**config.mk**
```make
export PLATFORM = sky130hd
export DESIGN_NAME = uerx_fifo
export DESIGN_NICKNAME = d
export VERILOG_FILES = /design/src/inc/uerx_pkg.sv /design/src/rtl/uerx_fifo.sv
export SDC_FILE = /design/constraint.sdc
export NUM_CORES = 1
export LEC_CHECK = 0
export ABC_CLOCK_PERIOD_IN_PS = 4650
export BUFFER_PORTS_ARGS = -buffer_cell sky130_fd_sc_hd__buf_2
export CORE_MARGIN = 4
export CORE_UTILIZATION = 60
export CTS_BUF_LIST = sky130_fd_sc_hd__clkbuf_16
export DETAILED_ROUTE_END_ITERATION = 10
export GPL_TIMING_DRIVEN = 0
export PLACE_DENSITY_LB_ADDON = 0.05
export SLEW_MARGIN = 20
export SYNTH_ARGS = -nofsm -noshare
export SYNTH_HDL_FRONTEND = slang
export SYNTH_SLANG_ARGS = --single-unit
```
**constraint.sdc**
```tcl
create_clock -name sys_clk -period 4.65 [get_ports sys_clk]
set_input_delay 0.6975 -clock sys_clk [delete_from_list [all_inputs] [get_ports sys_clk]]
set_output_delay 0.6975 -clock sys_clk [all_outputs]
set_load 0.01 [all_outputs]
```
**src/inc/uerx_pkg.sv**
```systemverilog
// shared constants and carrier types for the usb endpoint receive fifo
package uerx_pkg;

    ////////////////////////////////////////////////////////////////////////////
    // special function register addresses
    localparam logic [7:0] UERX_DATA_ADDR  = 8'he3;
    localparam logic [7:0] UERX_CTRL_ADDR  = 8'he4;
    localparam logic [7:0] UERX_FLAG_ADDR  = 8'he5;
    localparam logic [7:0] UERX_CNTL_ADDR  = 8'he6;
    localparam logic [7:0] UERX_CNTH_ADDR  = 8'he7;

    ////////////////////////////////////////////////////////////////////////////
    // rx_fifo_control fields
    localparam int         UERX_CTRL_CLR   = 7;
    localparam int         UERX_CTRL_WS    = 5;
    localparam int         UERX_CTRL_FFRC  = 4;
    localparam int         UERX_CTRL_ISO   = 3;
    localparam int         UERX_CTRL_ARM   = 2;
    localparam int         UERX_CTRL_ADV   = 1;
    localparam int         UERX_CTRL_REV   = 0;
    localparam logic [7:0] UERX_CTRL_RESET = 8'h04;

    ////////////////////////////////////////////////////////////////////////////
    // rx_fifo_flags fields
    localparam int         UERX_FLAG_PHI   = 7;
    localparam int         UERX_FLAG_PLO   = 6;
    localparam int         UERX_FLAG_EMP   = 3;
    localparam int         UERX_FLAG_FULL  = 2;
    localparam int         UERX_FLAG_URF   = 1;
    localparam int         UERX_FLAG_OVF   = 0;
    localparam logic [7:0] UERX_FLAG_RESET = 8'h08;

    ////////////////////////////////////////////////////////////////////////////
    // byte count layout and endpoint index
    localparam int         UERX_CNT_W      = 10;
    localparam int         UERX_CNT_NARROW = 5;
    localparam int         UERX_EP_W       = 2;
    localparam int         UERX_WAIT_CYC   = 1;

    ////////////////////////////////////////////////////////////////////////////
    // carriers
    typedef struct packed {
        logic                  rd;
        logic                  wr;
        logic [7:0]            addr;
        logic [7:0]            wdata;
    } uerx_sfr_s;

    typedef struct packed {
        logic [UERX_EP_W-1:0]  ep;
        logic                  wr;
        logic [7:0]            data;
        logic                  cnt_wr;
        logic [UERX_CNT_W-1:0] cnt;
        logic                  pkt_end;
        logic                  ack;
        logic                  setup;
        logic                  sof;
    } uerx_fiu_s;

endpackage

```
**src/rtl/uerx_fifo.sv**
```systemverilog
// receive fifo for the usb function endpoints, with endpoint-indexed registers
`timescale 1ns/1ps

////////////////////////////////////////////////////////////////////////////////
// How it works
// flush bit empties fifo, resets flags (empty set), then self-clears.
// wait-state bit adds one wait cycle to core reads of the data port.
// firmware sets read-complete after a full set; set-present flag then clears.
// read-complete bit self-clears once the set-present flag is cleared.
// read-complete acts only while both setup overwrite flags are clear.
// auto mode: ack advances marker; nak reverses pointer, or advances if isochronous.
// manual advance bit moves marker to next set origin, then self-clears.
// advance acts only with reverse, auto and flush bits clear.
// manual reverse bit returns write pointer to marker, then self-clears.
// reverse acts only with advance, auto and flush bits clear.
// writes and reads through the data port bump write and read pointers.
// full flag tracks wrapped-and-equal pointers, read-only, never sticky.
// underrun sets on reading an empty fifo or an absent byte count.
// underrun is cleared only by firmware.
// on underrun the read pointer stays at the empty position.
// isochronous underrun still updates at once; usb events wait for frame start.
// overrun sets on write to full fifo or count write with both sets present.
// a setup packet after an overrun clears the overrun flag.
// on overrun the write pointer stays at the full position.
// isochronous overrun posts only at the next start of frame.
// setup end-overwrite flag locks fifo state until firmware clears it.
// byte count is ten bits on endpoint one, five bits elsewhere, upper zero.
module uerx_fifo
    import uerx_pkg::*;
#(
    parameter int NUM_EP  = 3,
    parameter int DEPTH   = 16,
    parameter int WIDE_EP = 1
)
(
    // clock and reset
    input  wire logic                 sys_clk,
    input  wire logic                 rstn,
    // core register port
    input  wire uerx_sfr_s            sfr_req,
    input  wire logic [UERX_EP_W-1:0] endpoint_select,
    output logic                      sfr_ready,
    output logic [7:0]                sfr_rdata,
    output logic                      sfr_rvalid,
    // function interface unit
    input  wire uerx_fiu_s            fiu_req,
    // setup overwrite locks, one bit per endpoint
    input  wire logic [NUM_EP-1:0]    setup_start_overwrite,
    input  wire logic [NUM_EP-1:0]    setup_end_overwrite
);

    localparam int         PW      = $clog2(DEPTH);
    localparam logic [PW:0] PTR_ONE = (PW+1)'(1);

    ////////////////////////////////////////////////////////////////////////////
    // core access decode and wait state

    logic                    wait_done_r;
    logic                    sel_ws;
    logic                    need_wait;
    logic                    acc_rd;
    logic                    acc_wr;
    logic [7:0]              rd_mux;
    logic [7:0]              rdata_r;
    logic                    rvalid_r;
    logic [NUM_EP-1:0]       ep_ws;
    logic [NUM_EP-1:0][7:0]  ep_data;
    logic [NUM_EP-1:0][7:0]  ep_ctrl;
    logic [NUM_EP-1:0][7:0]  ep_flag;
    logic [NUM_EP-1:0][7:0]  ep_cntl;
    logic [NUM_EP-1:0][7:0]  ep_cnth;

    always_comb
    begin
        sel_ws = 1'b0;
        if (int'(endpoint_select) < NUM_EP)
        begin
            sel_ws = ep_ws[endpoint_select];
        end
    end

    assign need_wait = sfr_req.rd && (sfr_req.addr == UERX_DATA_ADDR) && sel_ws;
    assign sfr_ready = !need_wait || wait_done_r;
    assign acc_rd    = sfr_req.rd && sfr_ready;
    assign acc_wr    = sfr_req.wr;

    // one stalled cycle per data read while the wait-state bit is set
    always_ff @(posedge sys_clk or negedge rstn)
    begin
        if (!rstn)
        begin
            wait_done_r <= 1'b0;
        end
        else
        begin
            wait_done_r <= need_wait && !wait_done_r;
        end
    end

    always_comb
    begin
        rd_mux = 8'h00;
        if (int'(endpoint_select) < NUM_EP)
        begin
            unique case (sfr_req.addr)
                UERX_DATA_ADDR: rd_mux = ep_data[endpoint_select];
                UERX_CTRL_ADDR: rd_mux = ep_ctrl[endpoint_select];
                UERX_FLAG_ADDR: rd_mux = ep_flag[endpoint_select];
                UERX_CNTL_ADDR: rd_mux = ep_cntl[endpoint_select];
                UERX_CNTH_ADDR: rd_mux = ep_cnth[endpoint_select];
                default:        rd_mux = 8'h00;
            endcase
        end
    end

    always_ff @(posedge sys_clk or negedge rstn)
    begin
        if (!rstn)
        begin
            rdata_r  <= 8'h00;
            rvalid_r <= 1'b0;
        end
        else
        begin
            rvalid_r <= acc_rd;
            rdata_r  <= acc_rd ? rd_mux : rdata_r;
        end
    end

    assign sfr_rdata  = rdata_r;
    assign sfr_rvalid = rvalid_r;

    ////////////////////////////////////////////////////////////////////////////
    // per-endpoint receive fifo

    for (genvar e = 0; e < NUM_EP; e++)
    begin : g_ep
        logic [7:0]            mem_r [DEPTH];
        logic [PW:0]           wp_r;
        logic [PW:0]           rp_r;
        logic [PW:0]           wm_r;
        logic                  clr_r;
        logic                  ws_r;
        logic                  ffrc_r;
        logic                  iso_r;
        logic                  arm_r;
        logic                  adv_r;
        logic                  rev_r;
        logic [1:0]            pres_r;
        logic                  ciw_r;
        logic                  cir_r;
        logic [UERX_CNT_W-1:0] cnt_r [2];
        logic                  urf_r;
        logic                  ovf_r;
        logic                  pend_pres_r;
        logic                  pend_ovf_r;
        logic [UERX_CNT_W-1:0] cnt_in;
        logic [UERX_CNT_W-1:0] cnt_cur;
        logic                  cpu_sel;
        logic                  fiu_sel;
        logic                  ctrl_wr;
        logic                  flag_wr;
        logic                  rd_data;
        logic                  rd_cnt;
        logic                  empty;
        logic                  full;
        logic                  f_wr;
        logic                  f_cnt;
        logic                  f_end;
        logic                  ovf_cnt;
        logic                  ovf_evt;
        logic                  ovf_post;
        logic                  urf_evt;
        logic                  auto_adv;
        logic                  auto_rev;
        logic                  man_adv;
        logic                  man_rev;
        logic                  mark;
        logic                  pres_set;
        logic                  release_set;

        assign cpu_sel = (endpoint_select == UERX_EP_W'(e));
        assign fiu_sel = (fiu_req.ep == UERX_EP_W'(e));
        assign ctrl_wr = acc_wr && cpu_sel && (sfr_req.addr == UERX_CTRL_ADDR);
        assign flag_wr = acc_wr && cpu_sel && (sfr_req.addr == UERX_FLAG_ADDR);
        assign rd_data = acc_rd && cpu_sel && (sfr_req.addr == UERX_DATA_ADDR);
        assign rd_cnt  = acc_rd && cpu_sel && (sfr_req.addr == UERX_CNTL_ADDR);
        assign f_wr    = fiu_req.wr && fiu_sel;
        assign f_cnt   = fiu_req.cnt_wr && fiu_sel;
        assign f_end   = fiu_req.pkt_end && fiu_sel;

        assign empty = (wp_r == rp_r);
        assign full  = (wp_r[PW] != rp_r[PW]) && (wp_r[PW-1:0] == rp_r[PW-1:0]);

        assign ovf_cnt  = f_cnt && (pres_r == 2'b11);
        assign ovf_evt  = (f_wr && full) || ovf_cnt;
        assign ovf_post = iso_r ? (fiu_req.sof && pend_ovf_r) : ovf_evt;
        assign urf_evt  = (rd_data && empty) || (rd_cnt && (pres_r == 2'b00));

        assign auto_adv = arm_r && f_end && (fiu_req.ack || iso_r);
        assign auto_rev = arm_r && f_end && !fiu_req.ack && !iso_r;
        assign man_adv  = adv_r && !rev_r && !arm_r && !clr_r;
        assign man_rev  = rev_r && !adv_r && !arm_r && !clr_r;
        assign mark     = auto_adv || man_adv;
        // usb-caused set arrivals wait for the frame start in isochronous mode
        assign pres_set = iso_r ? (fiu_req.sof && pend_pres_r) : mark;
        assign release_set = ffrc_r && !setup_start_overwrite[e]
                           && !setup_end_overwrite[e];

        // counts keep only the bits that exist on this endpoint
        assign cnt_in  = (e == WIDE_EP) ? fiu_req.cnt
                       : {{(UERX_CNT_W-UERX_CNT_NARROW){1'b0}},
                          fiu_req.cnt[UERX_CNT_NARROW-1:0]};
        assign cnt_cur = cnt_r[cir_r];

        // pointers and write marker
        always_ff @(posedge sys_clk or negedge rstn)
        begin
            if (!rstn)
            begin
                wp_r <= '0;
                rp_r <= '0;
                wm_r <= '0;
            end
            else if (clr_r)
            begin
                wp_r <= '0;
                rp_r <= '0;
                wm_r <= '0;
            end
            else
            begin
                if (man_rev || auto_rev)
                begin
                    wp_r <= wm_r;
                end
                else if (f_wr && !full)
                begin
                    wp_r <= wp_r + PTR_ONE;
                end
                wm_r <= mark ? wp_r : wm_r;
                // locked state and empty fifo both leave the read pointer alone
                if (rd_data && !empty && !setup_end_overwrite[e])
                begin
                    rp_r <= rp_r + PTR_ONE;
                end
            end
        end

        always_ff @(posedge sys_clk)
        begin
            if (f_wr && !full)
            begin
                mem_r[wp_r[PW-1:0]] <= fiu_req.data;
            end
        end

        // control register
        always_ff @(posedge sys_clk or negedge rstn)
        begin
            if (!rstn)
            begin
                clr_r  <= UERX_CTRL_RESET[UERX_CTRL_CLR];
                ws_r   <= UERX_CTRL_RESET[UERX_CTRL_WS];
                ffrc_r <= UERX_CTRL_RESET[UERX_CTRL_FFRC];
                iso_r  <= UERX_CTRL_RESET[UERX_CTRL_ISO];
                arm_r  <= UERX_CTRL_RESET[UERX_CTRL_ARM];
                adv_r  <= UERX_CTRL_RESET[UERX_CTRL_ADV];
                rev_r  <= UERX_CTRL_RESET[UERX_CTRL_REV];
            end
            else if (ctrl_wr)
            begin
                clr_r  <= sfr_req.wdata[UERX_CTRL_CLR];
                ws_r   <= sfr_req.wdata[UERX_CTRL_WS];
                ffrc_r <= sfr_req.wdata[UERX_CTRL_FFRC];
                iso_r  <= sfr_req.wdata[UERX_CTRL_ISO];
                arm_r  <= sfr_req.wdata[UERX_CTRL_ARM];
                adv_r  <= sfr_req.wdata[UERX_CTRL_ADV];
                rev_r  <= sfr_req.wdata[UERX_CTRL_REV];
            end
            else
            begin
                clr_r  <= 1'b0;
                ffrc_r <= ffrc_r && !release_set;
                adv_r  <= adv_r && !man_adv;
                rev_r  <= rev_r && !man_rev;
            end
        end

        // data sets and byte count ring
        always_ff @(posedge sys_clk or negedge rstn)
        begin
            if (!rstn)
            begin
                pres_r      <= 2'b00;
                ciw_r       <= 1'b0;
                cir_r       <= 1'b0;
                pend_pres_r <= 1'b0;
                cnt_r[0]    <= '0;
                cnt_r[1]    <= '0;
            end
            else if (clr_r)
            begin
                pres_r      <= 2'b00;
                ciw_r       <= 1'b0;
                cir_r       <= 1'b0;
                pend_pres_r <= 1'b0;
            end
            else
            begin
                if (f_cnt && !ovf_cnt)
                begin
                    cnt_r[ciw_r] <= cnt_in;
                end
                pend_pres_r <= (iso_r && mark) ? 1'b1
                             : (fiu_req.sof ? 1'b0 : pend_pres_r);
                if (pres_set)
                begin
                    pres_r[ciw_r] <= 1'b1;
                    ciw_r         <= !ciw_r;
                end
                // set-present is hardware-owned; firmware releases through read-complete
                if (release_set && !setup_end_overwrite[e])
                begin
                    pres_r[cir_r] <= 1'b0;
                    cir_r         <= !cir_r;
                end
            end
        end

        // error flags: a hardware set wins over a firmware write in the same cycle
        always_ff @(posedge sys_clk or negedge rstn)
        begin
            if (!rstn)
            begin
                urf_r      <= UERX_FLAG_RESET[UERX_FLAG_URF];
                ovf_r      <= UERX_FLAG_RESET[UERX_FLAG_OVF];
                pend_ovf_r <= 1'b0;
            end
            else if (clr_r)
            begin
                urf_r      <= 1'b0;
                ovf_r      <= 1'b0;
                pend_ovf_r <= 1'b0;
            end
            else
            begin
                urf_r <= urf_evt
                      || (flag_wr ? sfr_req.wdata[UERX_FLAG_URF] : urf_r);
                pend_ovf_r <= (iso_r && ovf_evt) ? 1'b1
                            : (fiu_req.sof ? 1'b0 : pend_ovf_r);
                ovf_r <= ovf_post
                      || (!(fiu_req.setup && fiu_sel)
                          && (flag_wr ? sfr_req.wdata[UERX_FLAG_OVF] : ovf_r));
            end
        end

        assign ep_ws[e]   = ws_r;
        assign ep_data[e] = mem_r[rp_r[PW-1:0]];
        assign ep_ctrl[e] = {clr_r, 1'b0, ws_r, ffrc_r, iso_r, arm_r, adv_r, rev_r};
        assign ep_flag[e] = {pres_r[1], pres_r[0], 2'b00, empty, full, urf_r, ovf_r};
        assign ep_cntl[e] = cnt_cur[7:0];
        assign ep_cnth[e] = {6'h00, cnt_cur[UERX_CNT_W-1:8]};
    end

endmodule // uerx_fifo

```
# Yosys cells after proc, flatten, opt, wreduce, memory -nomap -nowiden
# Memories as Yosys holds them, arrays and structs flattened.
# Index checks and enable logic that the tools add are counted.
# W data, S select, Z words.
word_totals:
  regBits: 160
  latch_bits: 0
  ram_bits: 384
  mem_bits_ro: 0
  inputBits: 54
  wordCells: 505
  n_memories: 3
memory_table:
  columns: ["name", "words", "word_bits", "rd", "rd_ports_with_merged_regs", "write_ports", "line_no", "text"]
  rows:
  - ["g_ep[0].mem_r", 16, 8, 1, 0, 1, "uerx_fifo.sv:138", "logic [7:0] mem_r [DEPTH];"]
  - ["g_ep[1].mem_r", 16, 8, 1, 0, 1, "uerx_fifo.sv:138", null]
  - ["g_ep[2].mem_r", 16, 8, 1, 0, 1, "uerx_fifo.sv:138", null]
classes:
  addsub: 6
  mul: 0
  div_mod_pow: 0
  n_lt_le_gt_ge: 23
  n_eq_ne: 21
  shift: 0
  mux: 139
  bitwise: 18
  reduce_logical: 235
ops:
  columns: ["operator", "n"]
  rows:
  - ["$logic_and A1 B1 Y1", 133]
  - ["$mux W10", 12]
  - ["$mux W5", 21]
  - ["$bmux W8 S2", 5]
  - ["$mux W1", 69]
  - ["$bwmux W20", 3]
  - ["$logic_not A1 Y1", 51]
  - ["$mux W8", 6]
  - ["$eq A8 B8 Y1 const B", 5]
  - ["$pmux W8 S5", 1]
  - ["$add A5 B1 Y5 const B", 6]
  - ["$demux W10 S1", 3]
  - ["$reduce_bool A3 Y1", 9]
  - ["$mux W2", 12]
  - ["$reduce_bool A2 Y1", 12]
  - ["$logic_or A1 B1 Y1", 22]
  - ["$eq A5 B5 Y1", 3]
  - ["$eq A4 B4 Y1", 3]
  - ["$ge A2 B2 Y1 const B", 6]
  - ["$lt A1 B2 Y1 const B", 6]
  - ["$not A1 Y2", 6]
  - ["$eq A2 B2 Y1 const B", 5]
  - ["$logic_not A2 Y1", 5]
  - ["$and A2 B2 Y2", 3]
  - ["12 further kinds", 35]

# Longest topological paths before layout
# Gate-level depths: netlist of the first run.
depth:
  depth_word: 13
  depth_mapped: 9
  mapped_depth_nobuf: 6

# Worst setup path before layout of the first run
# OpenSTA, ideal clock, no wires.
synth_path:
  kind: "input port to flip-flop"
  start: "input fiu_req[24] in the netlist's numbering"
  end: "memory g_ep[0].mem_r[1][0], enable pin"
  setup_time_ns: 0.398
  t_arrival_ns: 2.287
  required_time_ns: 4.252
  slack_ns: 1.965
  path_stages: 4
  path_cell_list: "nor2_1 -> nand2_1 -> a21o_1 -> nor4b_1"
synth_via:
  elab_chain_cells: 5
synth_rtl:
  columns: ["element", "line_no", "text"]
  rows:
  - ["start: declaration", "uerx_fifo.sv:46", "input wire uerx_fiu_s fiu_req,"]
  - ["$logic_not A2 Y1", "uerx_fifo.sv:183", "assign fiu_sel = (fiu_req.ep == UERX_EP_W'(e));"]
  - ["$logic_and A1 B1 Y1", "uerx_fifo.sv:188", "assign f_wr = fiu_req.wr && fiu_sel;"]
  - ["$logic_and A1 B1 Y1", "uerx_fifo.sv:252", "if (f_wr && !full)"]
  - ["$mux W1", "uerx_fifo.sv:252", null]
  - ["$mux W1 (implied by the code)", "uerx_fifo.sv:254", "mem_r[wp_r[PW-1:0]] <= fiu_req.data;"]
  - ["end: declaration", "uerx_fifo.sv:138", null]
# No other way between the ends.

# Worst setup path after layout of the first run
layout_path:
  start: "input sfr_req[12] in the netlist's numbering"
  end: "output sfr_ready"
layout_via:
  elab_chain_cells: 5
layout_rtl:
  columns: ["element", "line_no", "text"]
  rows:
  - ["start: declaration", "uerx_fifo.sv:40", "input wire uerx_sfr_s sfr_req,"]
  - ["$eq A8 B8 Y1", "uerx_fifo.sv:82", "assign need_wait = sfr_req.rd && (sfr_req.addr == UERX_DATA_ADDR) && sel_ws;"]
  - ["$logic_and A1 B1 Y1 (2 in a row)", "uerx_fifo.sv:82", null]
  - ["$logic_not A1 Y1", "uerx_fifo.sv:83", "assign sfr_ready = !need_wait || wait_done_r;"]
  - ["$logic_or A1 B1 Y1", "uerx_fifo.sv:83", null]
  - ["end: declaration", "uerx_fifo.sv:42", "output logic sfr_ready,"]
# No other way between the ends.

==> impl_results.rst, run 1 <==
.. list-table::
   :header-rows: 1

   * - Metric
     - Value
   * - Status
     - complete, no violations
   * - Total placed cells including tap cells
     - 1956
   * - Most instantiated library cell after synthesis
     - sky130_fd_sc_hd__edfxtp_1
   * - Clock slew at reported path FFs
     - 60 ps
   * - Maximum number of pins on one net before global-route repair
     - 79
   * - Number of buffers added by the clock tree synthesis step
     - 52
   * - Yosys top cell by area
     - sky130_fd_sc_hd__edfxtp_1
   * - Setup skew after layout
     - 18.7 ps
   * - Netlist area before placement
     - 22700 sq um
   * - Slew Viols, Final
     - 0
   * - Gates resized, CTS repair
     - 0
   * - Primary FF master, synth
     - sky130_fd_sc_hd__edfxtp_1
   * - CP endpoint kind
     - output pin
   * - GPL Wtd Cong
     - 0.876
   * - Synth warnings
     - 0
   * - 1st-pass router iterations
     - 5
   * - Area added between synthesis and finish
     - 12.3%
   * - Total via count after detailed routing
     - 12700
   * - Number of failing hold endpoints at the final stage
     - 0
   * - Global Route Usage Sum
     - 0.258
   * - Die outline height
     - 203 microns
   * - Post-CTS setup buffers
     - 0
   * - Non-filler cells, final
     - 2051
   * - Total congestion overflow after global routing
     - 0
   * - Max-cap violations
     - 0
   * - Min-delay worst type
     - in -> async
   * - DRC violations left
     - 0
   * - Effective utilization at floorplan
     - 0.607
   * - Synth cell types
     - 67
   * - Final Routed Wirelength
     - 51.8 mm
   * - Area enclosed by the die boundary
     - 41100 sq um
   * - Cell area reported after detailed placement
     - 23800 sq um
   * - Power per standard cell area
     - 442 nW/um^2
   * - EDFF count, synth
     - 384
   * - Max_slew headroom
     - 0.282
   * - Crit path max fanout
     - 10
   * - Clk Latency, worst-skew pair
     - 590 ps
   * - CTS Buffer Depth
     - 3
   * - Class of the most critical setup path
     - in -> out
   * - Number of nets still failing antenna checks after routing
     - 0
   * - Die Wd
     - 203 microns
   * - Register area share after synthesis
     - 0.661
   * - Startpoint type of the worst setup path
     - input port
   * - Placed wire-length estimate
     - 34.9 mm
   * - Sum of negative setup slack
     - 0 ps
   * - Number of global-route vias before repair
     - 13000
   * - Number of nets in the layout
     - 1568
   * - PortBufs
     - 62
   * - CP required
     - 3950 ps
   * - Row count
     - 71
   * - Clk Tree Root Cell
     - sky130_fd_sc_hd__clkbuf_16
   * - Share of flip-flops with an asynchronous set or reset after synthesis
     - 0.267
   * - Maximum frequency from static timing analysis
     - 302 MHz
   * - Wire length of the first global-routing pass
     - 79.6 mm
   * - Minimum clock period after layout
     - 3310 ps
   * - Mean cell area of the mapped netlist
     - 16.5 sq um
   * - Core Util, Final
     - 0.681
   * - Maximum vdd ir drop
     - 0.361 mV
   * - Core footprint
     - 37500 sq um
   * - LEAKAGE
     - 9.00 nW
   * - Portion of synthesized cell area occupied by the leading cell type
     - 0.507
   * - Ratio of final minimum period to clock period
     - 0.712
   * - Routed via count divided by cell count
     - 6.20
   * - Antenna cell count
     - 0
   * - Transition time at the pin with the least slew margin
     - 1070 ps
   * - Post-route standard cell area excluding fillers
     - 25500 sq um
   * - Share of post-route cells with drive strength above 1
     - 0.238
   * - DRC marker count from the first detailed-route iteration
     - 1053
   * - Top cell types by occurrence after synthesis
     - sky130_fd_sc_hd__edfxtp_1 (384), sky130_fd_sc_hd__dfrtp_1 (137), sky130_fd_sc_hd__nor2_1 (108), sky130_fd_sc_hd__mux4_2 (94), sky130_fd_sc_hd__nand2_1 (71)
   * - Clock Sink Count
     - 524
   * - Max H-tree Level
     - 2
   * - Final setup violation count
     - 0
   * - WP data arrival
     - 2610 ps
   * - Synthesized Nets
     - 1447
   * - Antenna violations before repair
     - 0
   * - Largest cells by area after synthesis
     - sky130_fd_sc_hd__edfxtp_1 (51%), sky130_fd_sc_hd__dfrtp_1 (15%), sky130_fd_sc_hd__mux4_2 (9.3%), sky130_fd_sc_hd__mux2_2 (3.2%), sky130_fd_sc_hd__mux4_1 (2.5%)
   * - Post-Synthesis Cells
     - 1378
   * - Fill cell count
     - 2528
   * - Io pins
     - 64
   * - Average wire length per cell after detail routing
     - 25.2 microns
   * - Unrepaired setup endpoints after global routing
     - no
   * - Synthesized flop and latch total
     - 524
   * - Clock tree from TritonCTS
     - yes
   * - Hold buffer count at cts
     - 0
## routing by layer
layer	up-vias	wire length (microns)	global-route usage	share of wire
li1	5639	-	-	-
met1	6513	22300	0.380	0.43
met2	470	24600	0.406	0.47
met3	89	3470	0.0433	0.067
met4	0	1450	0.0807	0.028
met5	-	0	0	0
## per-stage QoR
stage | total power, mW | hold WS [ps] | worst slack, ps
2_1_floorplan | 6.67 | 402 | 1970
5_1_grt | 11.7 | 55.5 | 1260
3_3_place_gp | 7.06 | 482 | 733
3_5_place_dp | 7.16 | 490 | 1330
4_1_cts | 11.3 | 25.1 | 1330
6_report | 11.3 | 21.4 | 1340
## layout by cell type (no fill, tap or decap), types with 8 or more instances in the layout
master                        n
sky130_fd_sc_hd__a211oi_1    22
sky130_fd_sc_hd__a21oi_1     37
sky130_fd_sc_hd__a22oi_1     12
sky130_fd_sc_hd__a31oi_1     14
sky130_fd_sc_hd__and2_1      11
sky130_fd_sc_hd__and4_1       8
sky130_fd_sc_hd__buf_2       72
sky130_fd_sc_hd__buf_6       11
sky130_fd_sc_hd__bufinv_16    8
sky130_fd_sc_hd__clkbuf_1    46
sky130_fd_sc_hd__clkbuf_16   52
sky130_fd_sc_hd__clkbuf_8     9
sky130_fd_sc_hd__dfrtp_1    137
sky130_fd_sc_hd__edfxtp_1   384
sky130_fd_sc_hd__ha_1        15
sky130_fd_sc_hd__inv_1       34
sky130_fd_sc_hd__mux2_2      64
sky130_fd_sc_hd__mux2i_1     43
sky130_fd_sc_hd__mux4_1      22
sky130_fd_sc_hd__mux4_2      94
sky130_fd_sc_hd__nand2_1     71
sky130_fd_sc_hd__nand2b_1    12
sky130_fd_sc_hd__nand3_1     27
sky130_fd_sc_hd__nor2_1     107
sky130_fd_sc_hd__nor2b_1     22
sky130_fd_sc_hd__nor3_2       9
sky130_fd_sc_hd__o21ai_0     20
sky130_fd_sc_hd__o31ai_1      8
sky130_fd_sc_hd__xnor2_1     23
sky130_fd_sc_hd__xor2_1      19
## worst max-delay path, cell delays in order
cell	delay, ps
sky130_fd_sc_hd__buf_2	90
sky130_fd_sc_hd__nand4b_4	250
sky130_fd_sc_hd__nor4_4	620
sky130_fd_sc_hd__clkbuf_1	510
sky130_fd_sc_hd__nand3_1	230
sky130_fd_sc_hd__buf_2	200
## power by group
group          switching, mW  internal, mW  total, mW
Clock                   1.72          2.47       4.20
Sequential             0.308          5.46       5.77
Combinational          0.755         0.562       1.32
## registers in the layout (all words and copies together), names as in the netlist, 6 cells and up
| signal | count |
|---|---|
| g_ep.pres_r | 6 |
| sfr_rdata | 8 |
| g_ep.wm_r | 15 |
| g_ep.cnt_r | 40 |
| g_ep.wp_r | 15 |
| g_ep.rp_r | 15 |
| g_ep.mem_r | 384 |
## path summary, 6_finish.rpt
path                                    from                end  slack (ps)  cells past startpoint
max in group asynchronous               rstn   g_ep[1].cnt_r[6]        3840                      2
setup / recovery                 sfr_req[12]          sfr_ready        1340                      6
hold / removal                          rstn    g_ep[0].wp_r[2]          20                      1
hold reg to reg            g_ep[0].cnt_r[10]  g_ep[0].cnt_r[10]         500                      1
setup reg to reg             g_ep[0].rp_r[1]       sfr_rdata[3]        1490                      8
min in group sys_clk             fiu_req[11]   g_ep[1].cnt_r[7]         360                      2
## layout make-up
cell class                      instances  area (sq um)  share of cell area
Tap cell                              511           639              0.0250
Clock buffer                           52          1300              0.0510
Clock inverter                         43           415              0.0163
Buffer                                 77           505              0.0198
Sequential cell                       524         15000               0.589
Multi-Input combinational cell        759          7200               0.282
Timing Repair Buffer                   67           368              0.0144
Inverter                               18          67.6             0.00265
## kinds of logic after synthesis
| kind of cell | share of synthesized area |
|---|---|
| flip-flops | 0.661 |
| XOR/XNOR | 0.0162 |
| buffers and inverters | 0.0252 |
| AND/OR/NAND/NOR | 0.0715 |
| adder cells (fa/ha/maj) | 0.00825 |
| AO/OA/AOI/OAI | 0.0487 |
| multiplexers | 0.169 |
No activity file was read; power rests on OpenSTA's default activity.
==> run 2, diff against run 1 <==
--- a/config.mk
+++ b/config.mk
@@ -5,10 +5,10 @@
 export SDC_FILE = /design/constraint.sdc
 export NUM_CORES = 1
 export LEC_CHECK = 0
-export ABC_CLOCK_PERIOD_IN_PS = 4650
+export ABC_CLOCK_PERIOD_IN_PS = 3000
 export BUFFER_PORTS_ARGS = -buffer_cell sky130_fd_sc_hd__buf_2
 export CORE_MARGIN = 4
-export CORE_UTILIZATION = 60
+export CORE_UTILIZATION = 56
 export CTS_BUF_LIST = sky130_fd_sc_hd__clkbuf_16
 export DETAILED_ROUTE_END_ITERATION = 10
 export GPL_TIMING_DRIVEN = 0
==> constraint.sdc (replaced) <==
create_clock -name sys_clk -period 3 [get_ports sys_clk]
set_input_delay 0.45 -clock sys_clk [delete_from_list [all_inputs] [get_ports sys_clk]]
set_output_delay 0.45 -clock sys_clk [all_outputs]
set_load 0.01 [all_outputs]
==> run 2 against run 1 <==
  * Via count grew 0.27%
  * Combinational power is 55% higher
  * Clock skew down 2.0 ps
  * Routed wire length up 1.3%
  * Final area down 0.18%
  * Flip-flop and latch count unchanged
  * Core utilization shrank 4.3 points
  * Die area increased by 6.9%
  * Power increased by 52%
  * Register-to-register slack got worse by 1300 ps
  * Largest cell class unchanged
==> impl_results.rst, run 2 (synthesis results as in run 1) <==
.. list-table::
   :header-rows: 1

   * - Metric
     - Value
   * - Number of nets still failing antenna checks after routing
     - 0
   * - Effective utilization at floorplan
     - 0.570
   * - Setup WS pre-CTS
     - -176 ps
   * - Die Wd
     - 210 microns
   * - Startpoint type of the worst setup path
     - register
   * - CTS Buffer Depth
     - 3
   * - Maximum vdd ir drop
     - 0.574 mV
   * - Routed via count divided by cell count
     - 6.17
   * - Number of buffers added by the clock tree synthesis step
     - 53
   * - Unrepaired setup endpoints after global routing
     - no
   * - Hold_ws
     - 101 ps
   * - DRC violations left
     - 0
   * - Total via count after detailed routing
     - 12700
   * - Wire length of the first global-routing pass
     - 80.6 mm
   * - Final Power
     - 17.2 mW
   * - Min-delay worst type
     - in -> reg
   * - Max H-tree Level
     - 2
   * - Fill cell count
     - 2794
   * - Clk Latency, worst-skew pair
     - 610 ps
   * - Final setup violation count
     - 0
   * - Minimum clock period after layout
     - 2840 ps
   * - WP data arrival
     - 3320 ps
   * - Antenna violations before repair
     - 1
   * - Clk Tree Root Cell
     - sky130_fd_sc_hd__clkbuf_16
   * - Most common cell after layout, fill and taps aside
     - sky130_fd_sc_hd__edfxtp_1
   * - Final Routed Wirelength
     - 52.4 mm
   * - Area enclosed by the die boundary
     - 43900 sq um
   * - Transition time at the pin with the least slew margin
     - 1090 ps
   * - Reg2reg setup slack
     - 160 ps
   * - DRC marker count from the first detailed-route iteration
     - 1261
   * - Net switching component of the power
     - 4.36 mW
   * - Number of global-route vias before repair
     - 13200
   * - Total placed cells including tap cells
     - 1971
   * - Row count
     - 73
   * - Non-filler cells, final
     - 2067
   * - Top library cells by usage in the layout, fill and taps aside
     - sky130_fd_sc_hd__edfxtp_1 (384), sky130_fd_sc_hd__dfrtp_1 (137), sky130_fd_sc_hd__nor2_1 (108)
   * - Core Util, Final
     - 0.639
   * - Fraction of power spent switching nets
     - 0.253
   * - Setup skew after layout
     - 16.8 ps
   * - Slew Viols, Final
     - 0
   * - LEAKAGE
     - 8.98 nW
   * - Portion of total power attributed to sequential cells
     - 0.520
   * - PortBufs
     - 62
   * - Cell-internal power
     - 12.8 mW
   * - Class of the most critical setup path
     - reg -> reg
   * - Core footprint
     - 39900 sq um
   * - Io pins
     - 64
   * - Maximum number of pins on one net before global-route repair
     - 98
   * - Antenna cell count
     - 0
   * - Maximum frequency from static timing analysis
     - 352 MHz
   * - Setup ws final
     - 158 ps
   * - GPL Wtd Cong
     - 0.866
   * - Global Route Usage Sum
     - 0.241
   * - 1st-pass router iterations
     - 5
   * - Number of nets in the layout
     - 1570
   * - Total congestion overflow after global routing
     - 0
   * - Number of failing hold endpoints at the final stage
     - 0
   * - Max-cap violations
     - 0
   * - CP endpoint kind
     - register
   * - Area added between synthesis and finish
     - 12.1%
   * - Die outline height
     - 210 microns
   * - Clock tree from TritonCTS
     - yes
   * - Clock slew at reported path FFs
     - 60 ps
   * - Ratio of final minimum period to clock period
     - 0.947
   * - Crit path max fanout
     - 17
   * - Clock Sink Count
     - 524
   * - CP required
     - 3480 ps
   * - Max_slew headroom
     - 0.268
   * - Placed wire-length estimate
     - 35.7 mm
   * - Share of post-route cells with drive strength above 1
     - 0.236
   * - Power per standard cell area
     - 675 nW/um^2
   * - Share of power burned in combinational logic
     - 0.119
   * - Number of flip-flops under the largest register name
     - 384
   * - Relative contribution of the clock network to total power
     - 0.362
   * - Status
     - complete, no violations
   * - Average wire length per cell after detail routing
     - 25.4 microns
-- run 2: cell types whose count changed in the layout (fill, tap and decap cells not counted), sizes merged --
cell | before | now
inv | 35 | 33
bufinv | 8 | 3
clkinvlp | 4 | 1
clkbuf | 107 | 109
clkinv | 14 | 23
dlygate4sd3 | 0 | 1
-- run 2: power by group through the flow --
stage | logic, mW | clock network (mW) | registers [mW]
2_1_floorplan | 1.42 | 0 | 8.92
3_3_place_gp | 1.91 | 0 | 9.04
3_5_place_dp | 2.04 | 0 | 9.07
4_1_cts | 2.05 | 6.34 | 8.93
5_1_grt | 2.26 | 6.62 | 9.03
6_report | 2.04 | 6.22 | 8.94
-- run 2: layout make-up --
class | instances | area (sq um) | area share
multi-input combinational | 759 | 7200 | 0.283
inverter | 18 | 67.6 | 0.00265
tap | 525 | 657 | 0.0258
sequential | 524 | 15000 | 0.590
clock inverter | 42 | 279 | 0.0109
buffer | 76 | 508 | 0.0199
timing repair buffer | 69 | 385 | 0.0151
clock buffer | 54 | 1350 | 0.0530
-- run 2: per-stage QoR --
stage	area [sq um]	setup TNS, ps
floorplan	22700	0
global placement	23700	-110350
detailed placement	23800	-176
CTS	25500	0
global route	25500	0
finish	25500	0
-- run 2: worst paths after layout --
check	depth (start not counted)	end	startpoint
setup / recovery	8	sfr_rdata[3]	g_ep[0].rp_r[1]
hold / removal	2	g_ep[1].cnt_r[19]	fiu_req[13]
setup reg to reg	8	sfr_rdata[3]	g_ep[0].rp_r[1]
hold reg to reg	1	g_ep[1].cnt_r[12]	g_ep[1].cnt_r[12]
max in group asynchronous	3	g_ep[0].cnt_r[11]	rstn
min in group asynchronous	2	g_ep[0].wp_r[2]	rstn
-- run 2: timing repair --
| item | 4_1_cts | 5_1_grt |
|---|---|---|
| resized for setup | 2 | 4 |
| endpoints found under the hold margin | 43 | 0 |
| setup buffers | 0 | 0 |
| endpoints found under the setup margin | 1 | 2 |
| hold buffers | 1 | 0 |
-- run 2: layer usage --
layer,share of wire,track usage,wire length [microns],up-vias
met5,0.00013,0,7,-
met4,0.028,0.0707,1450,2
met1,0.42,0.345,22200,6587
met3,0.069,0.0483,3600,98
li1,-,-,-,5645
met2,0.48,0.385,25100,413
-- run 2: critical path: stages, from the launching register on --
cell and delay, ps:
sky130_fd_sc_hd__dfrtp_1 360, sky130_fd_sc_hd__clkbuf_8 240, sky130_fd_sc_hd__clkbuf_2 350, sky130_fd_sc_hd__mux4_2 350, sky130_fd_sc_hd__a22oi_1 270, sky130_fd_sc_hd__a31oi_1 270
sky130_fd_sc_hd__o31ai_2 390, sky130_fd_sc_hd__o221ai_1 240, sky130_fd_sc_hd__a22o_1 240
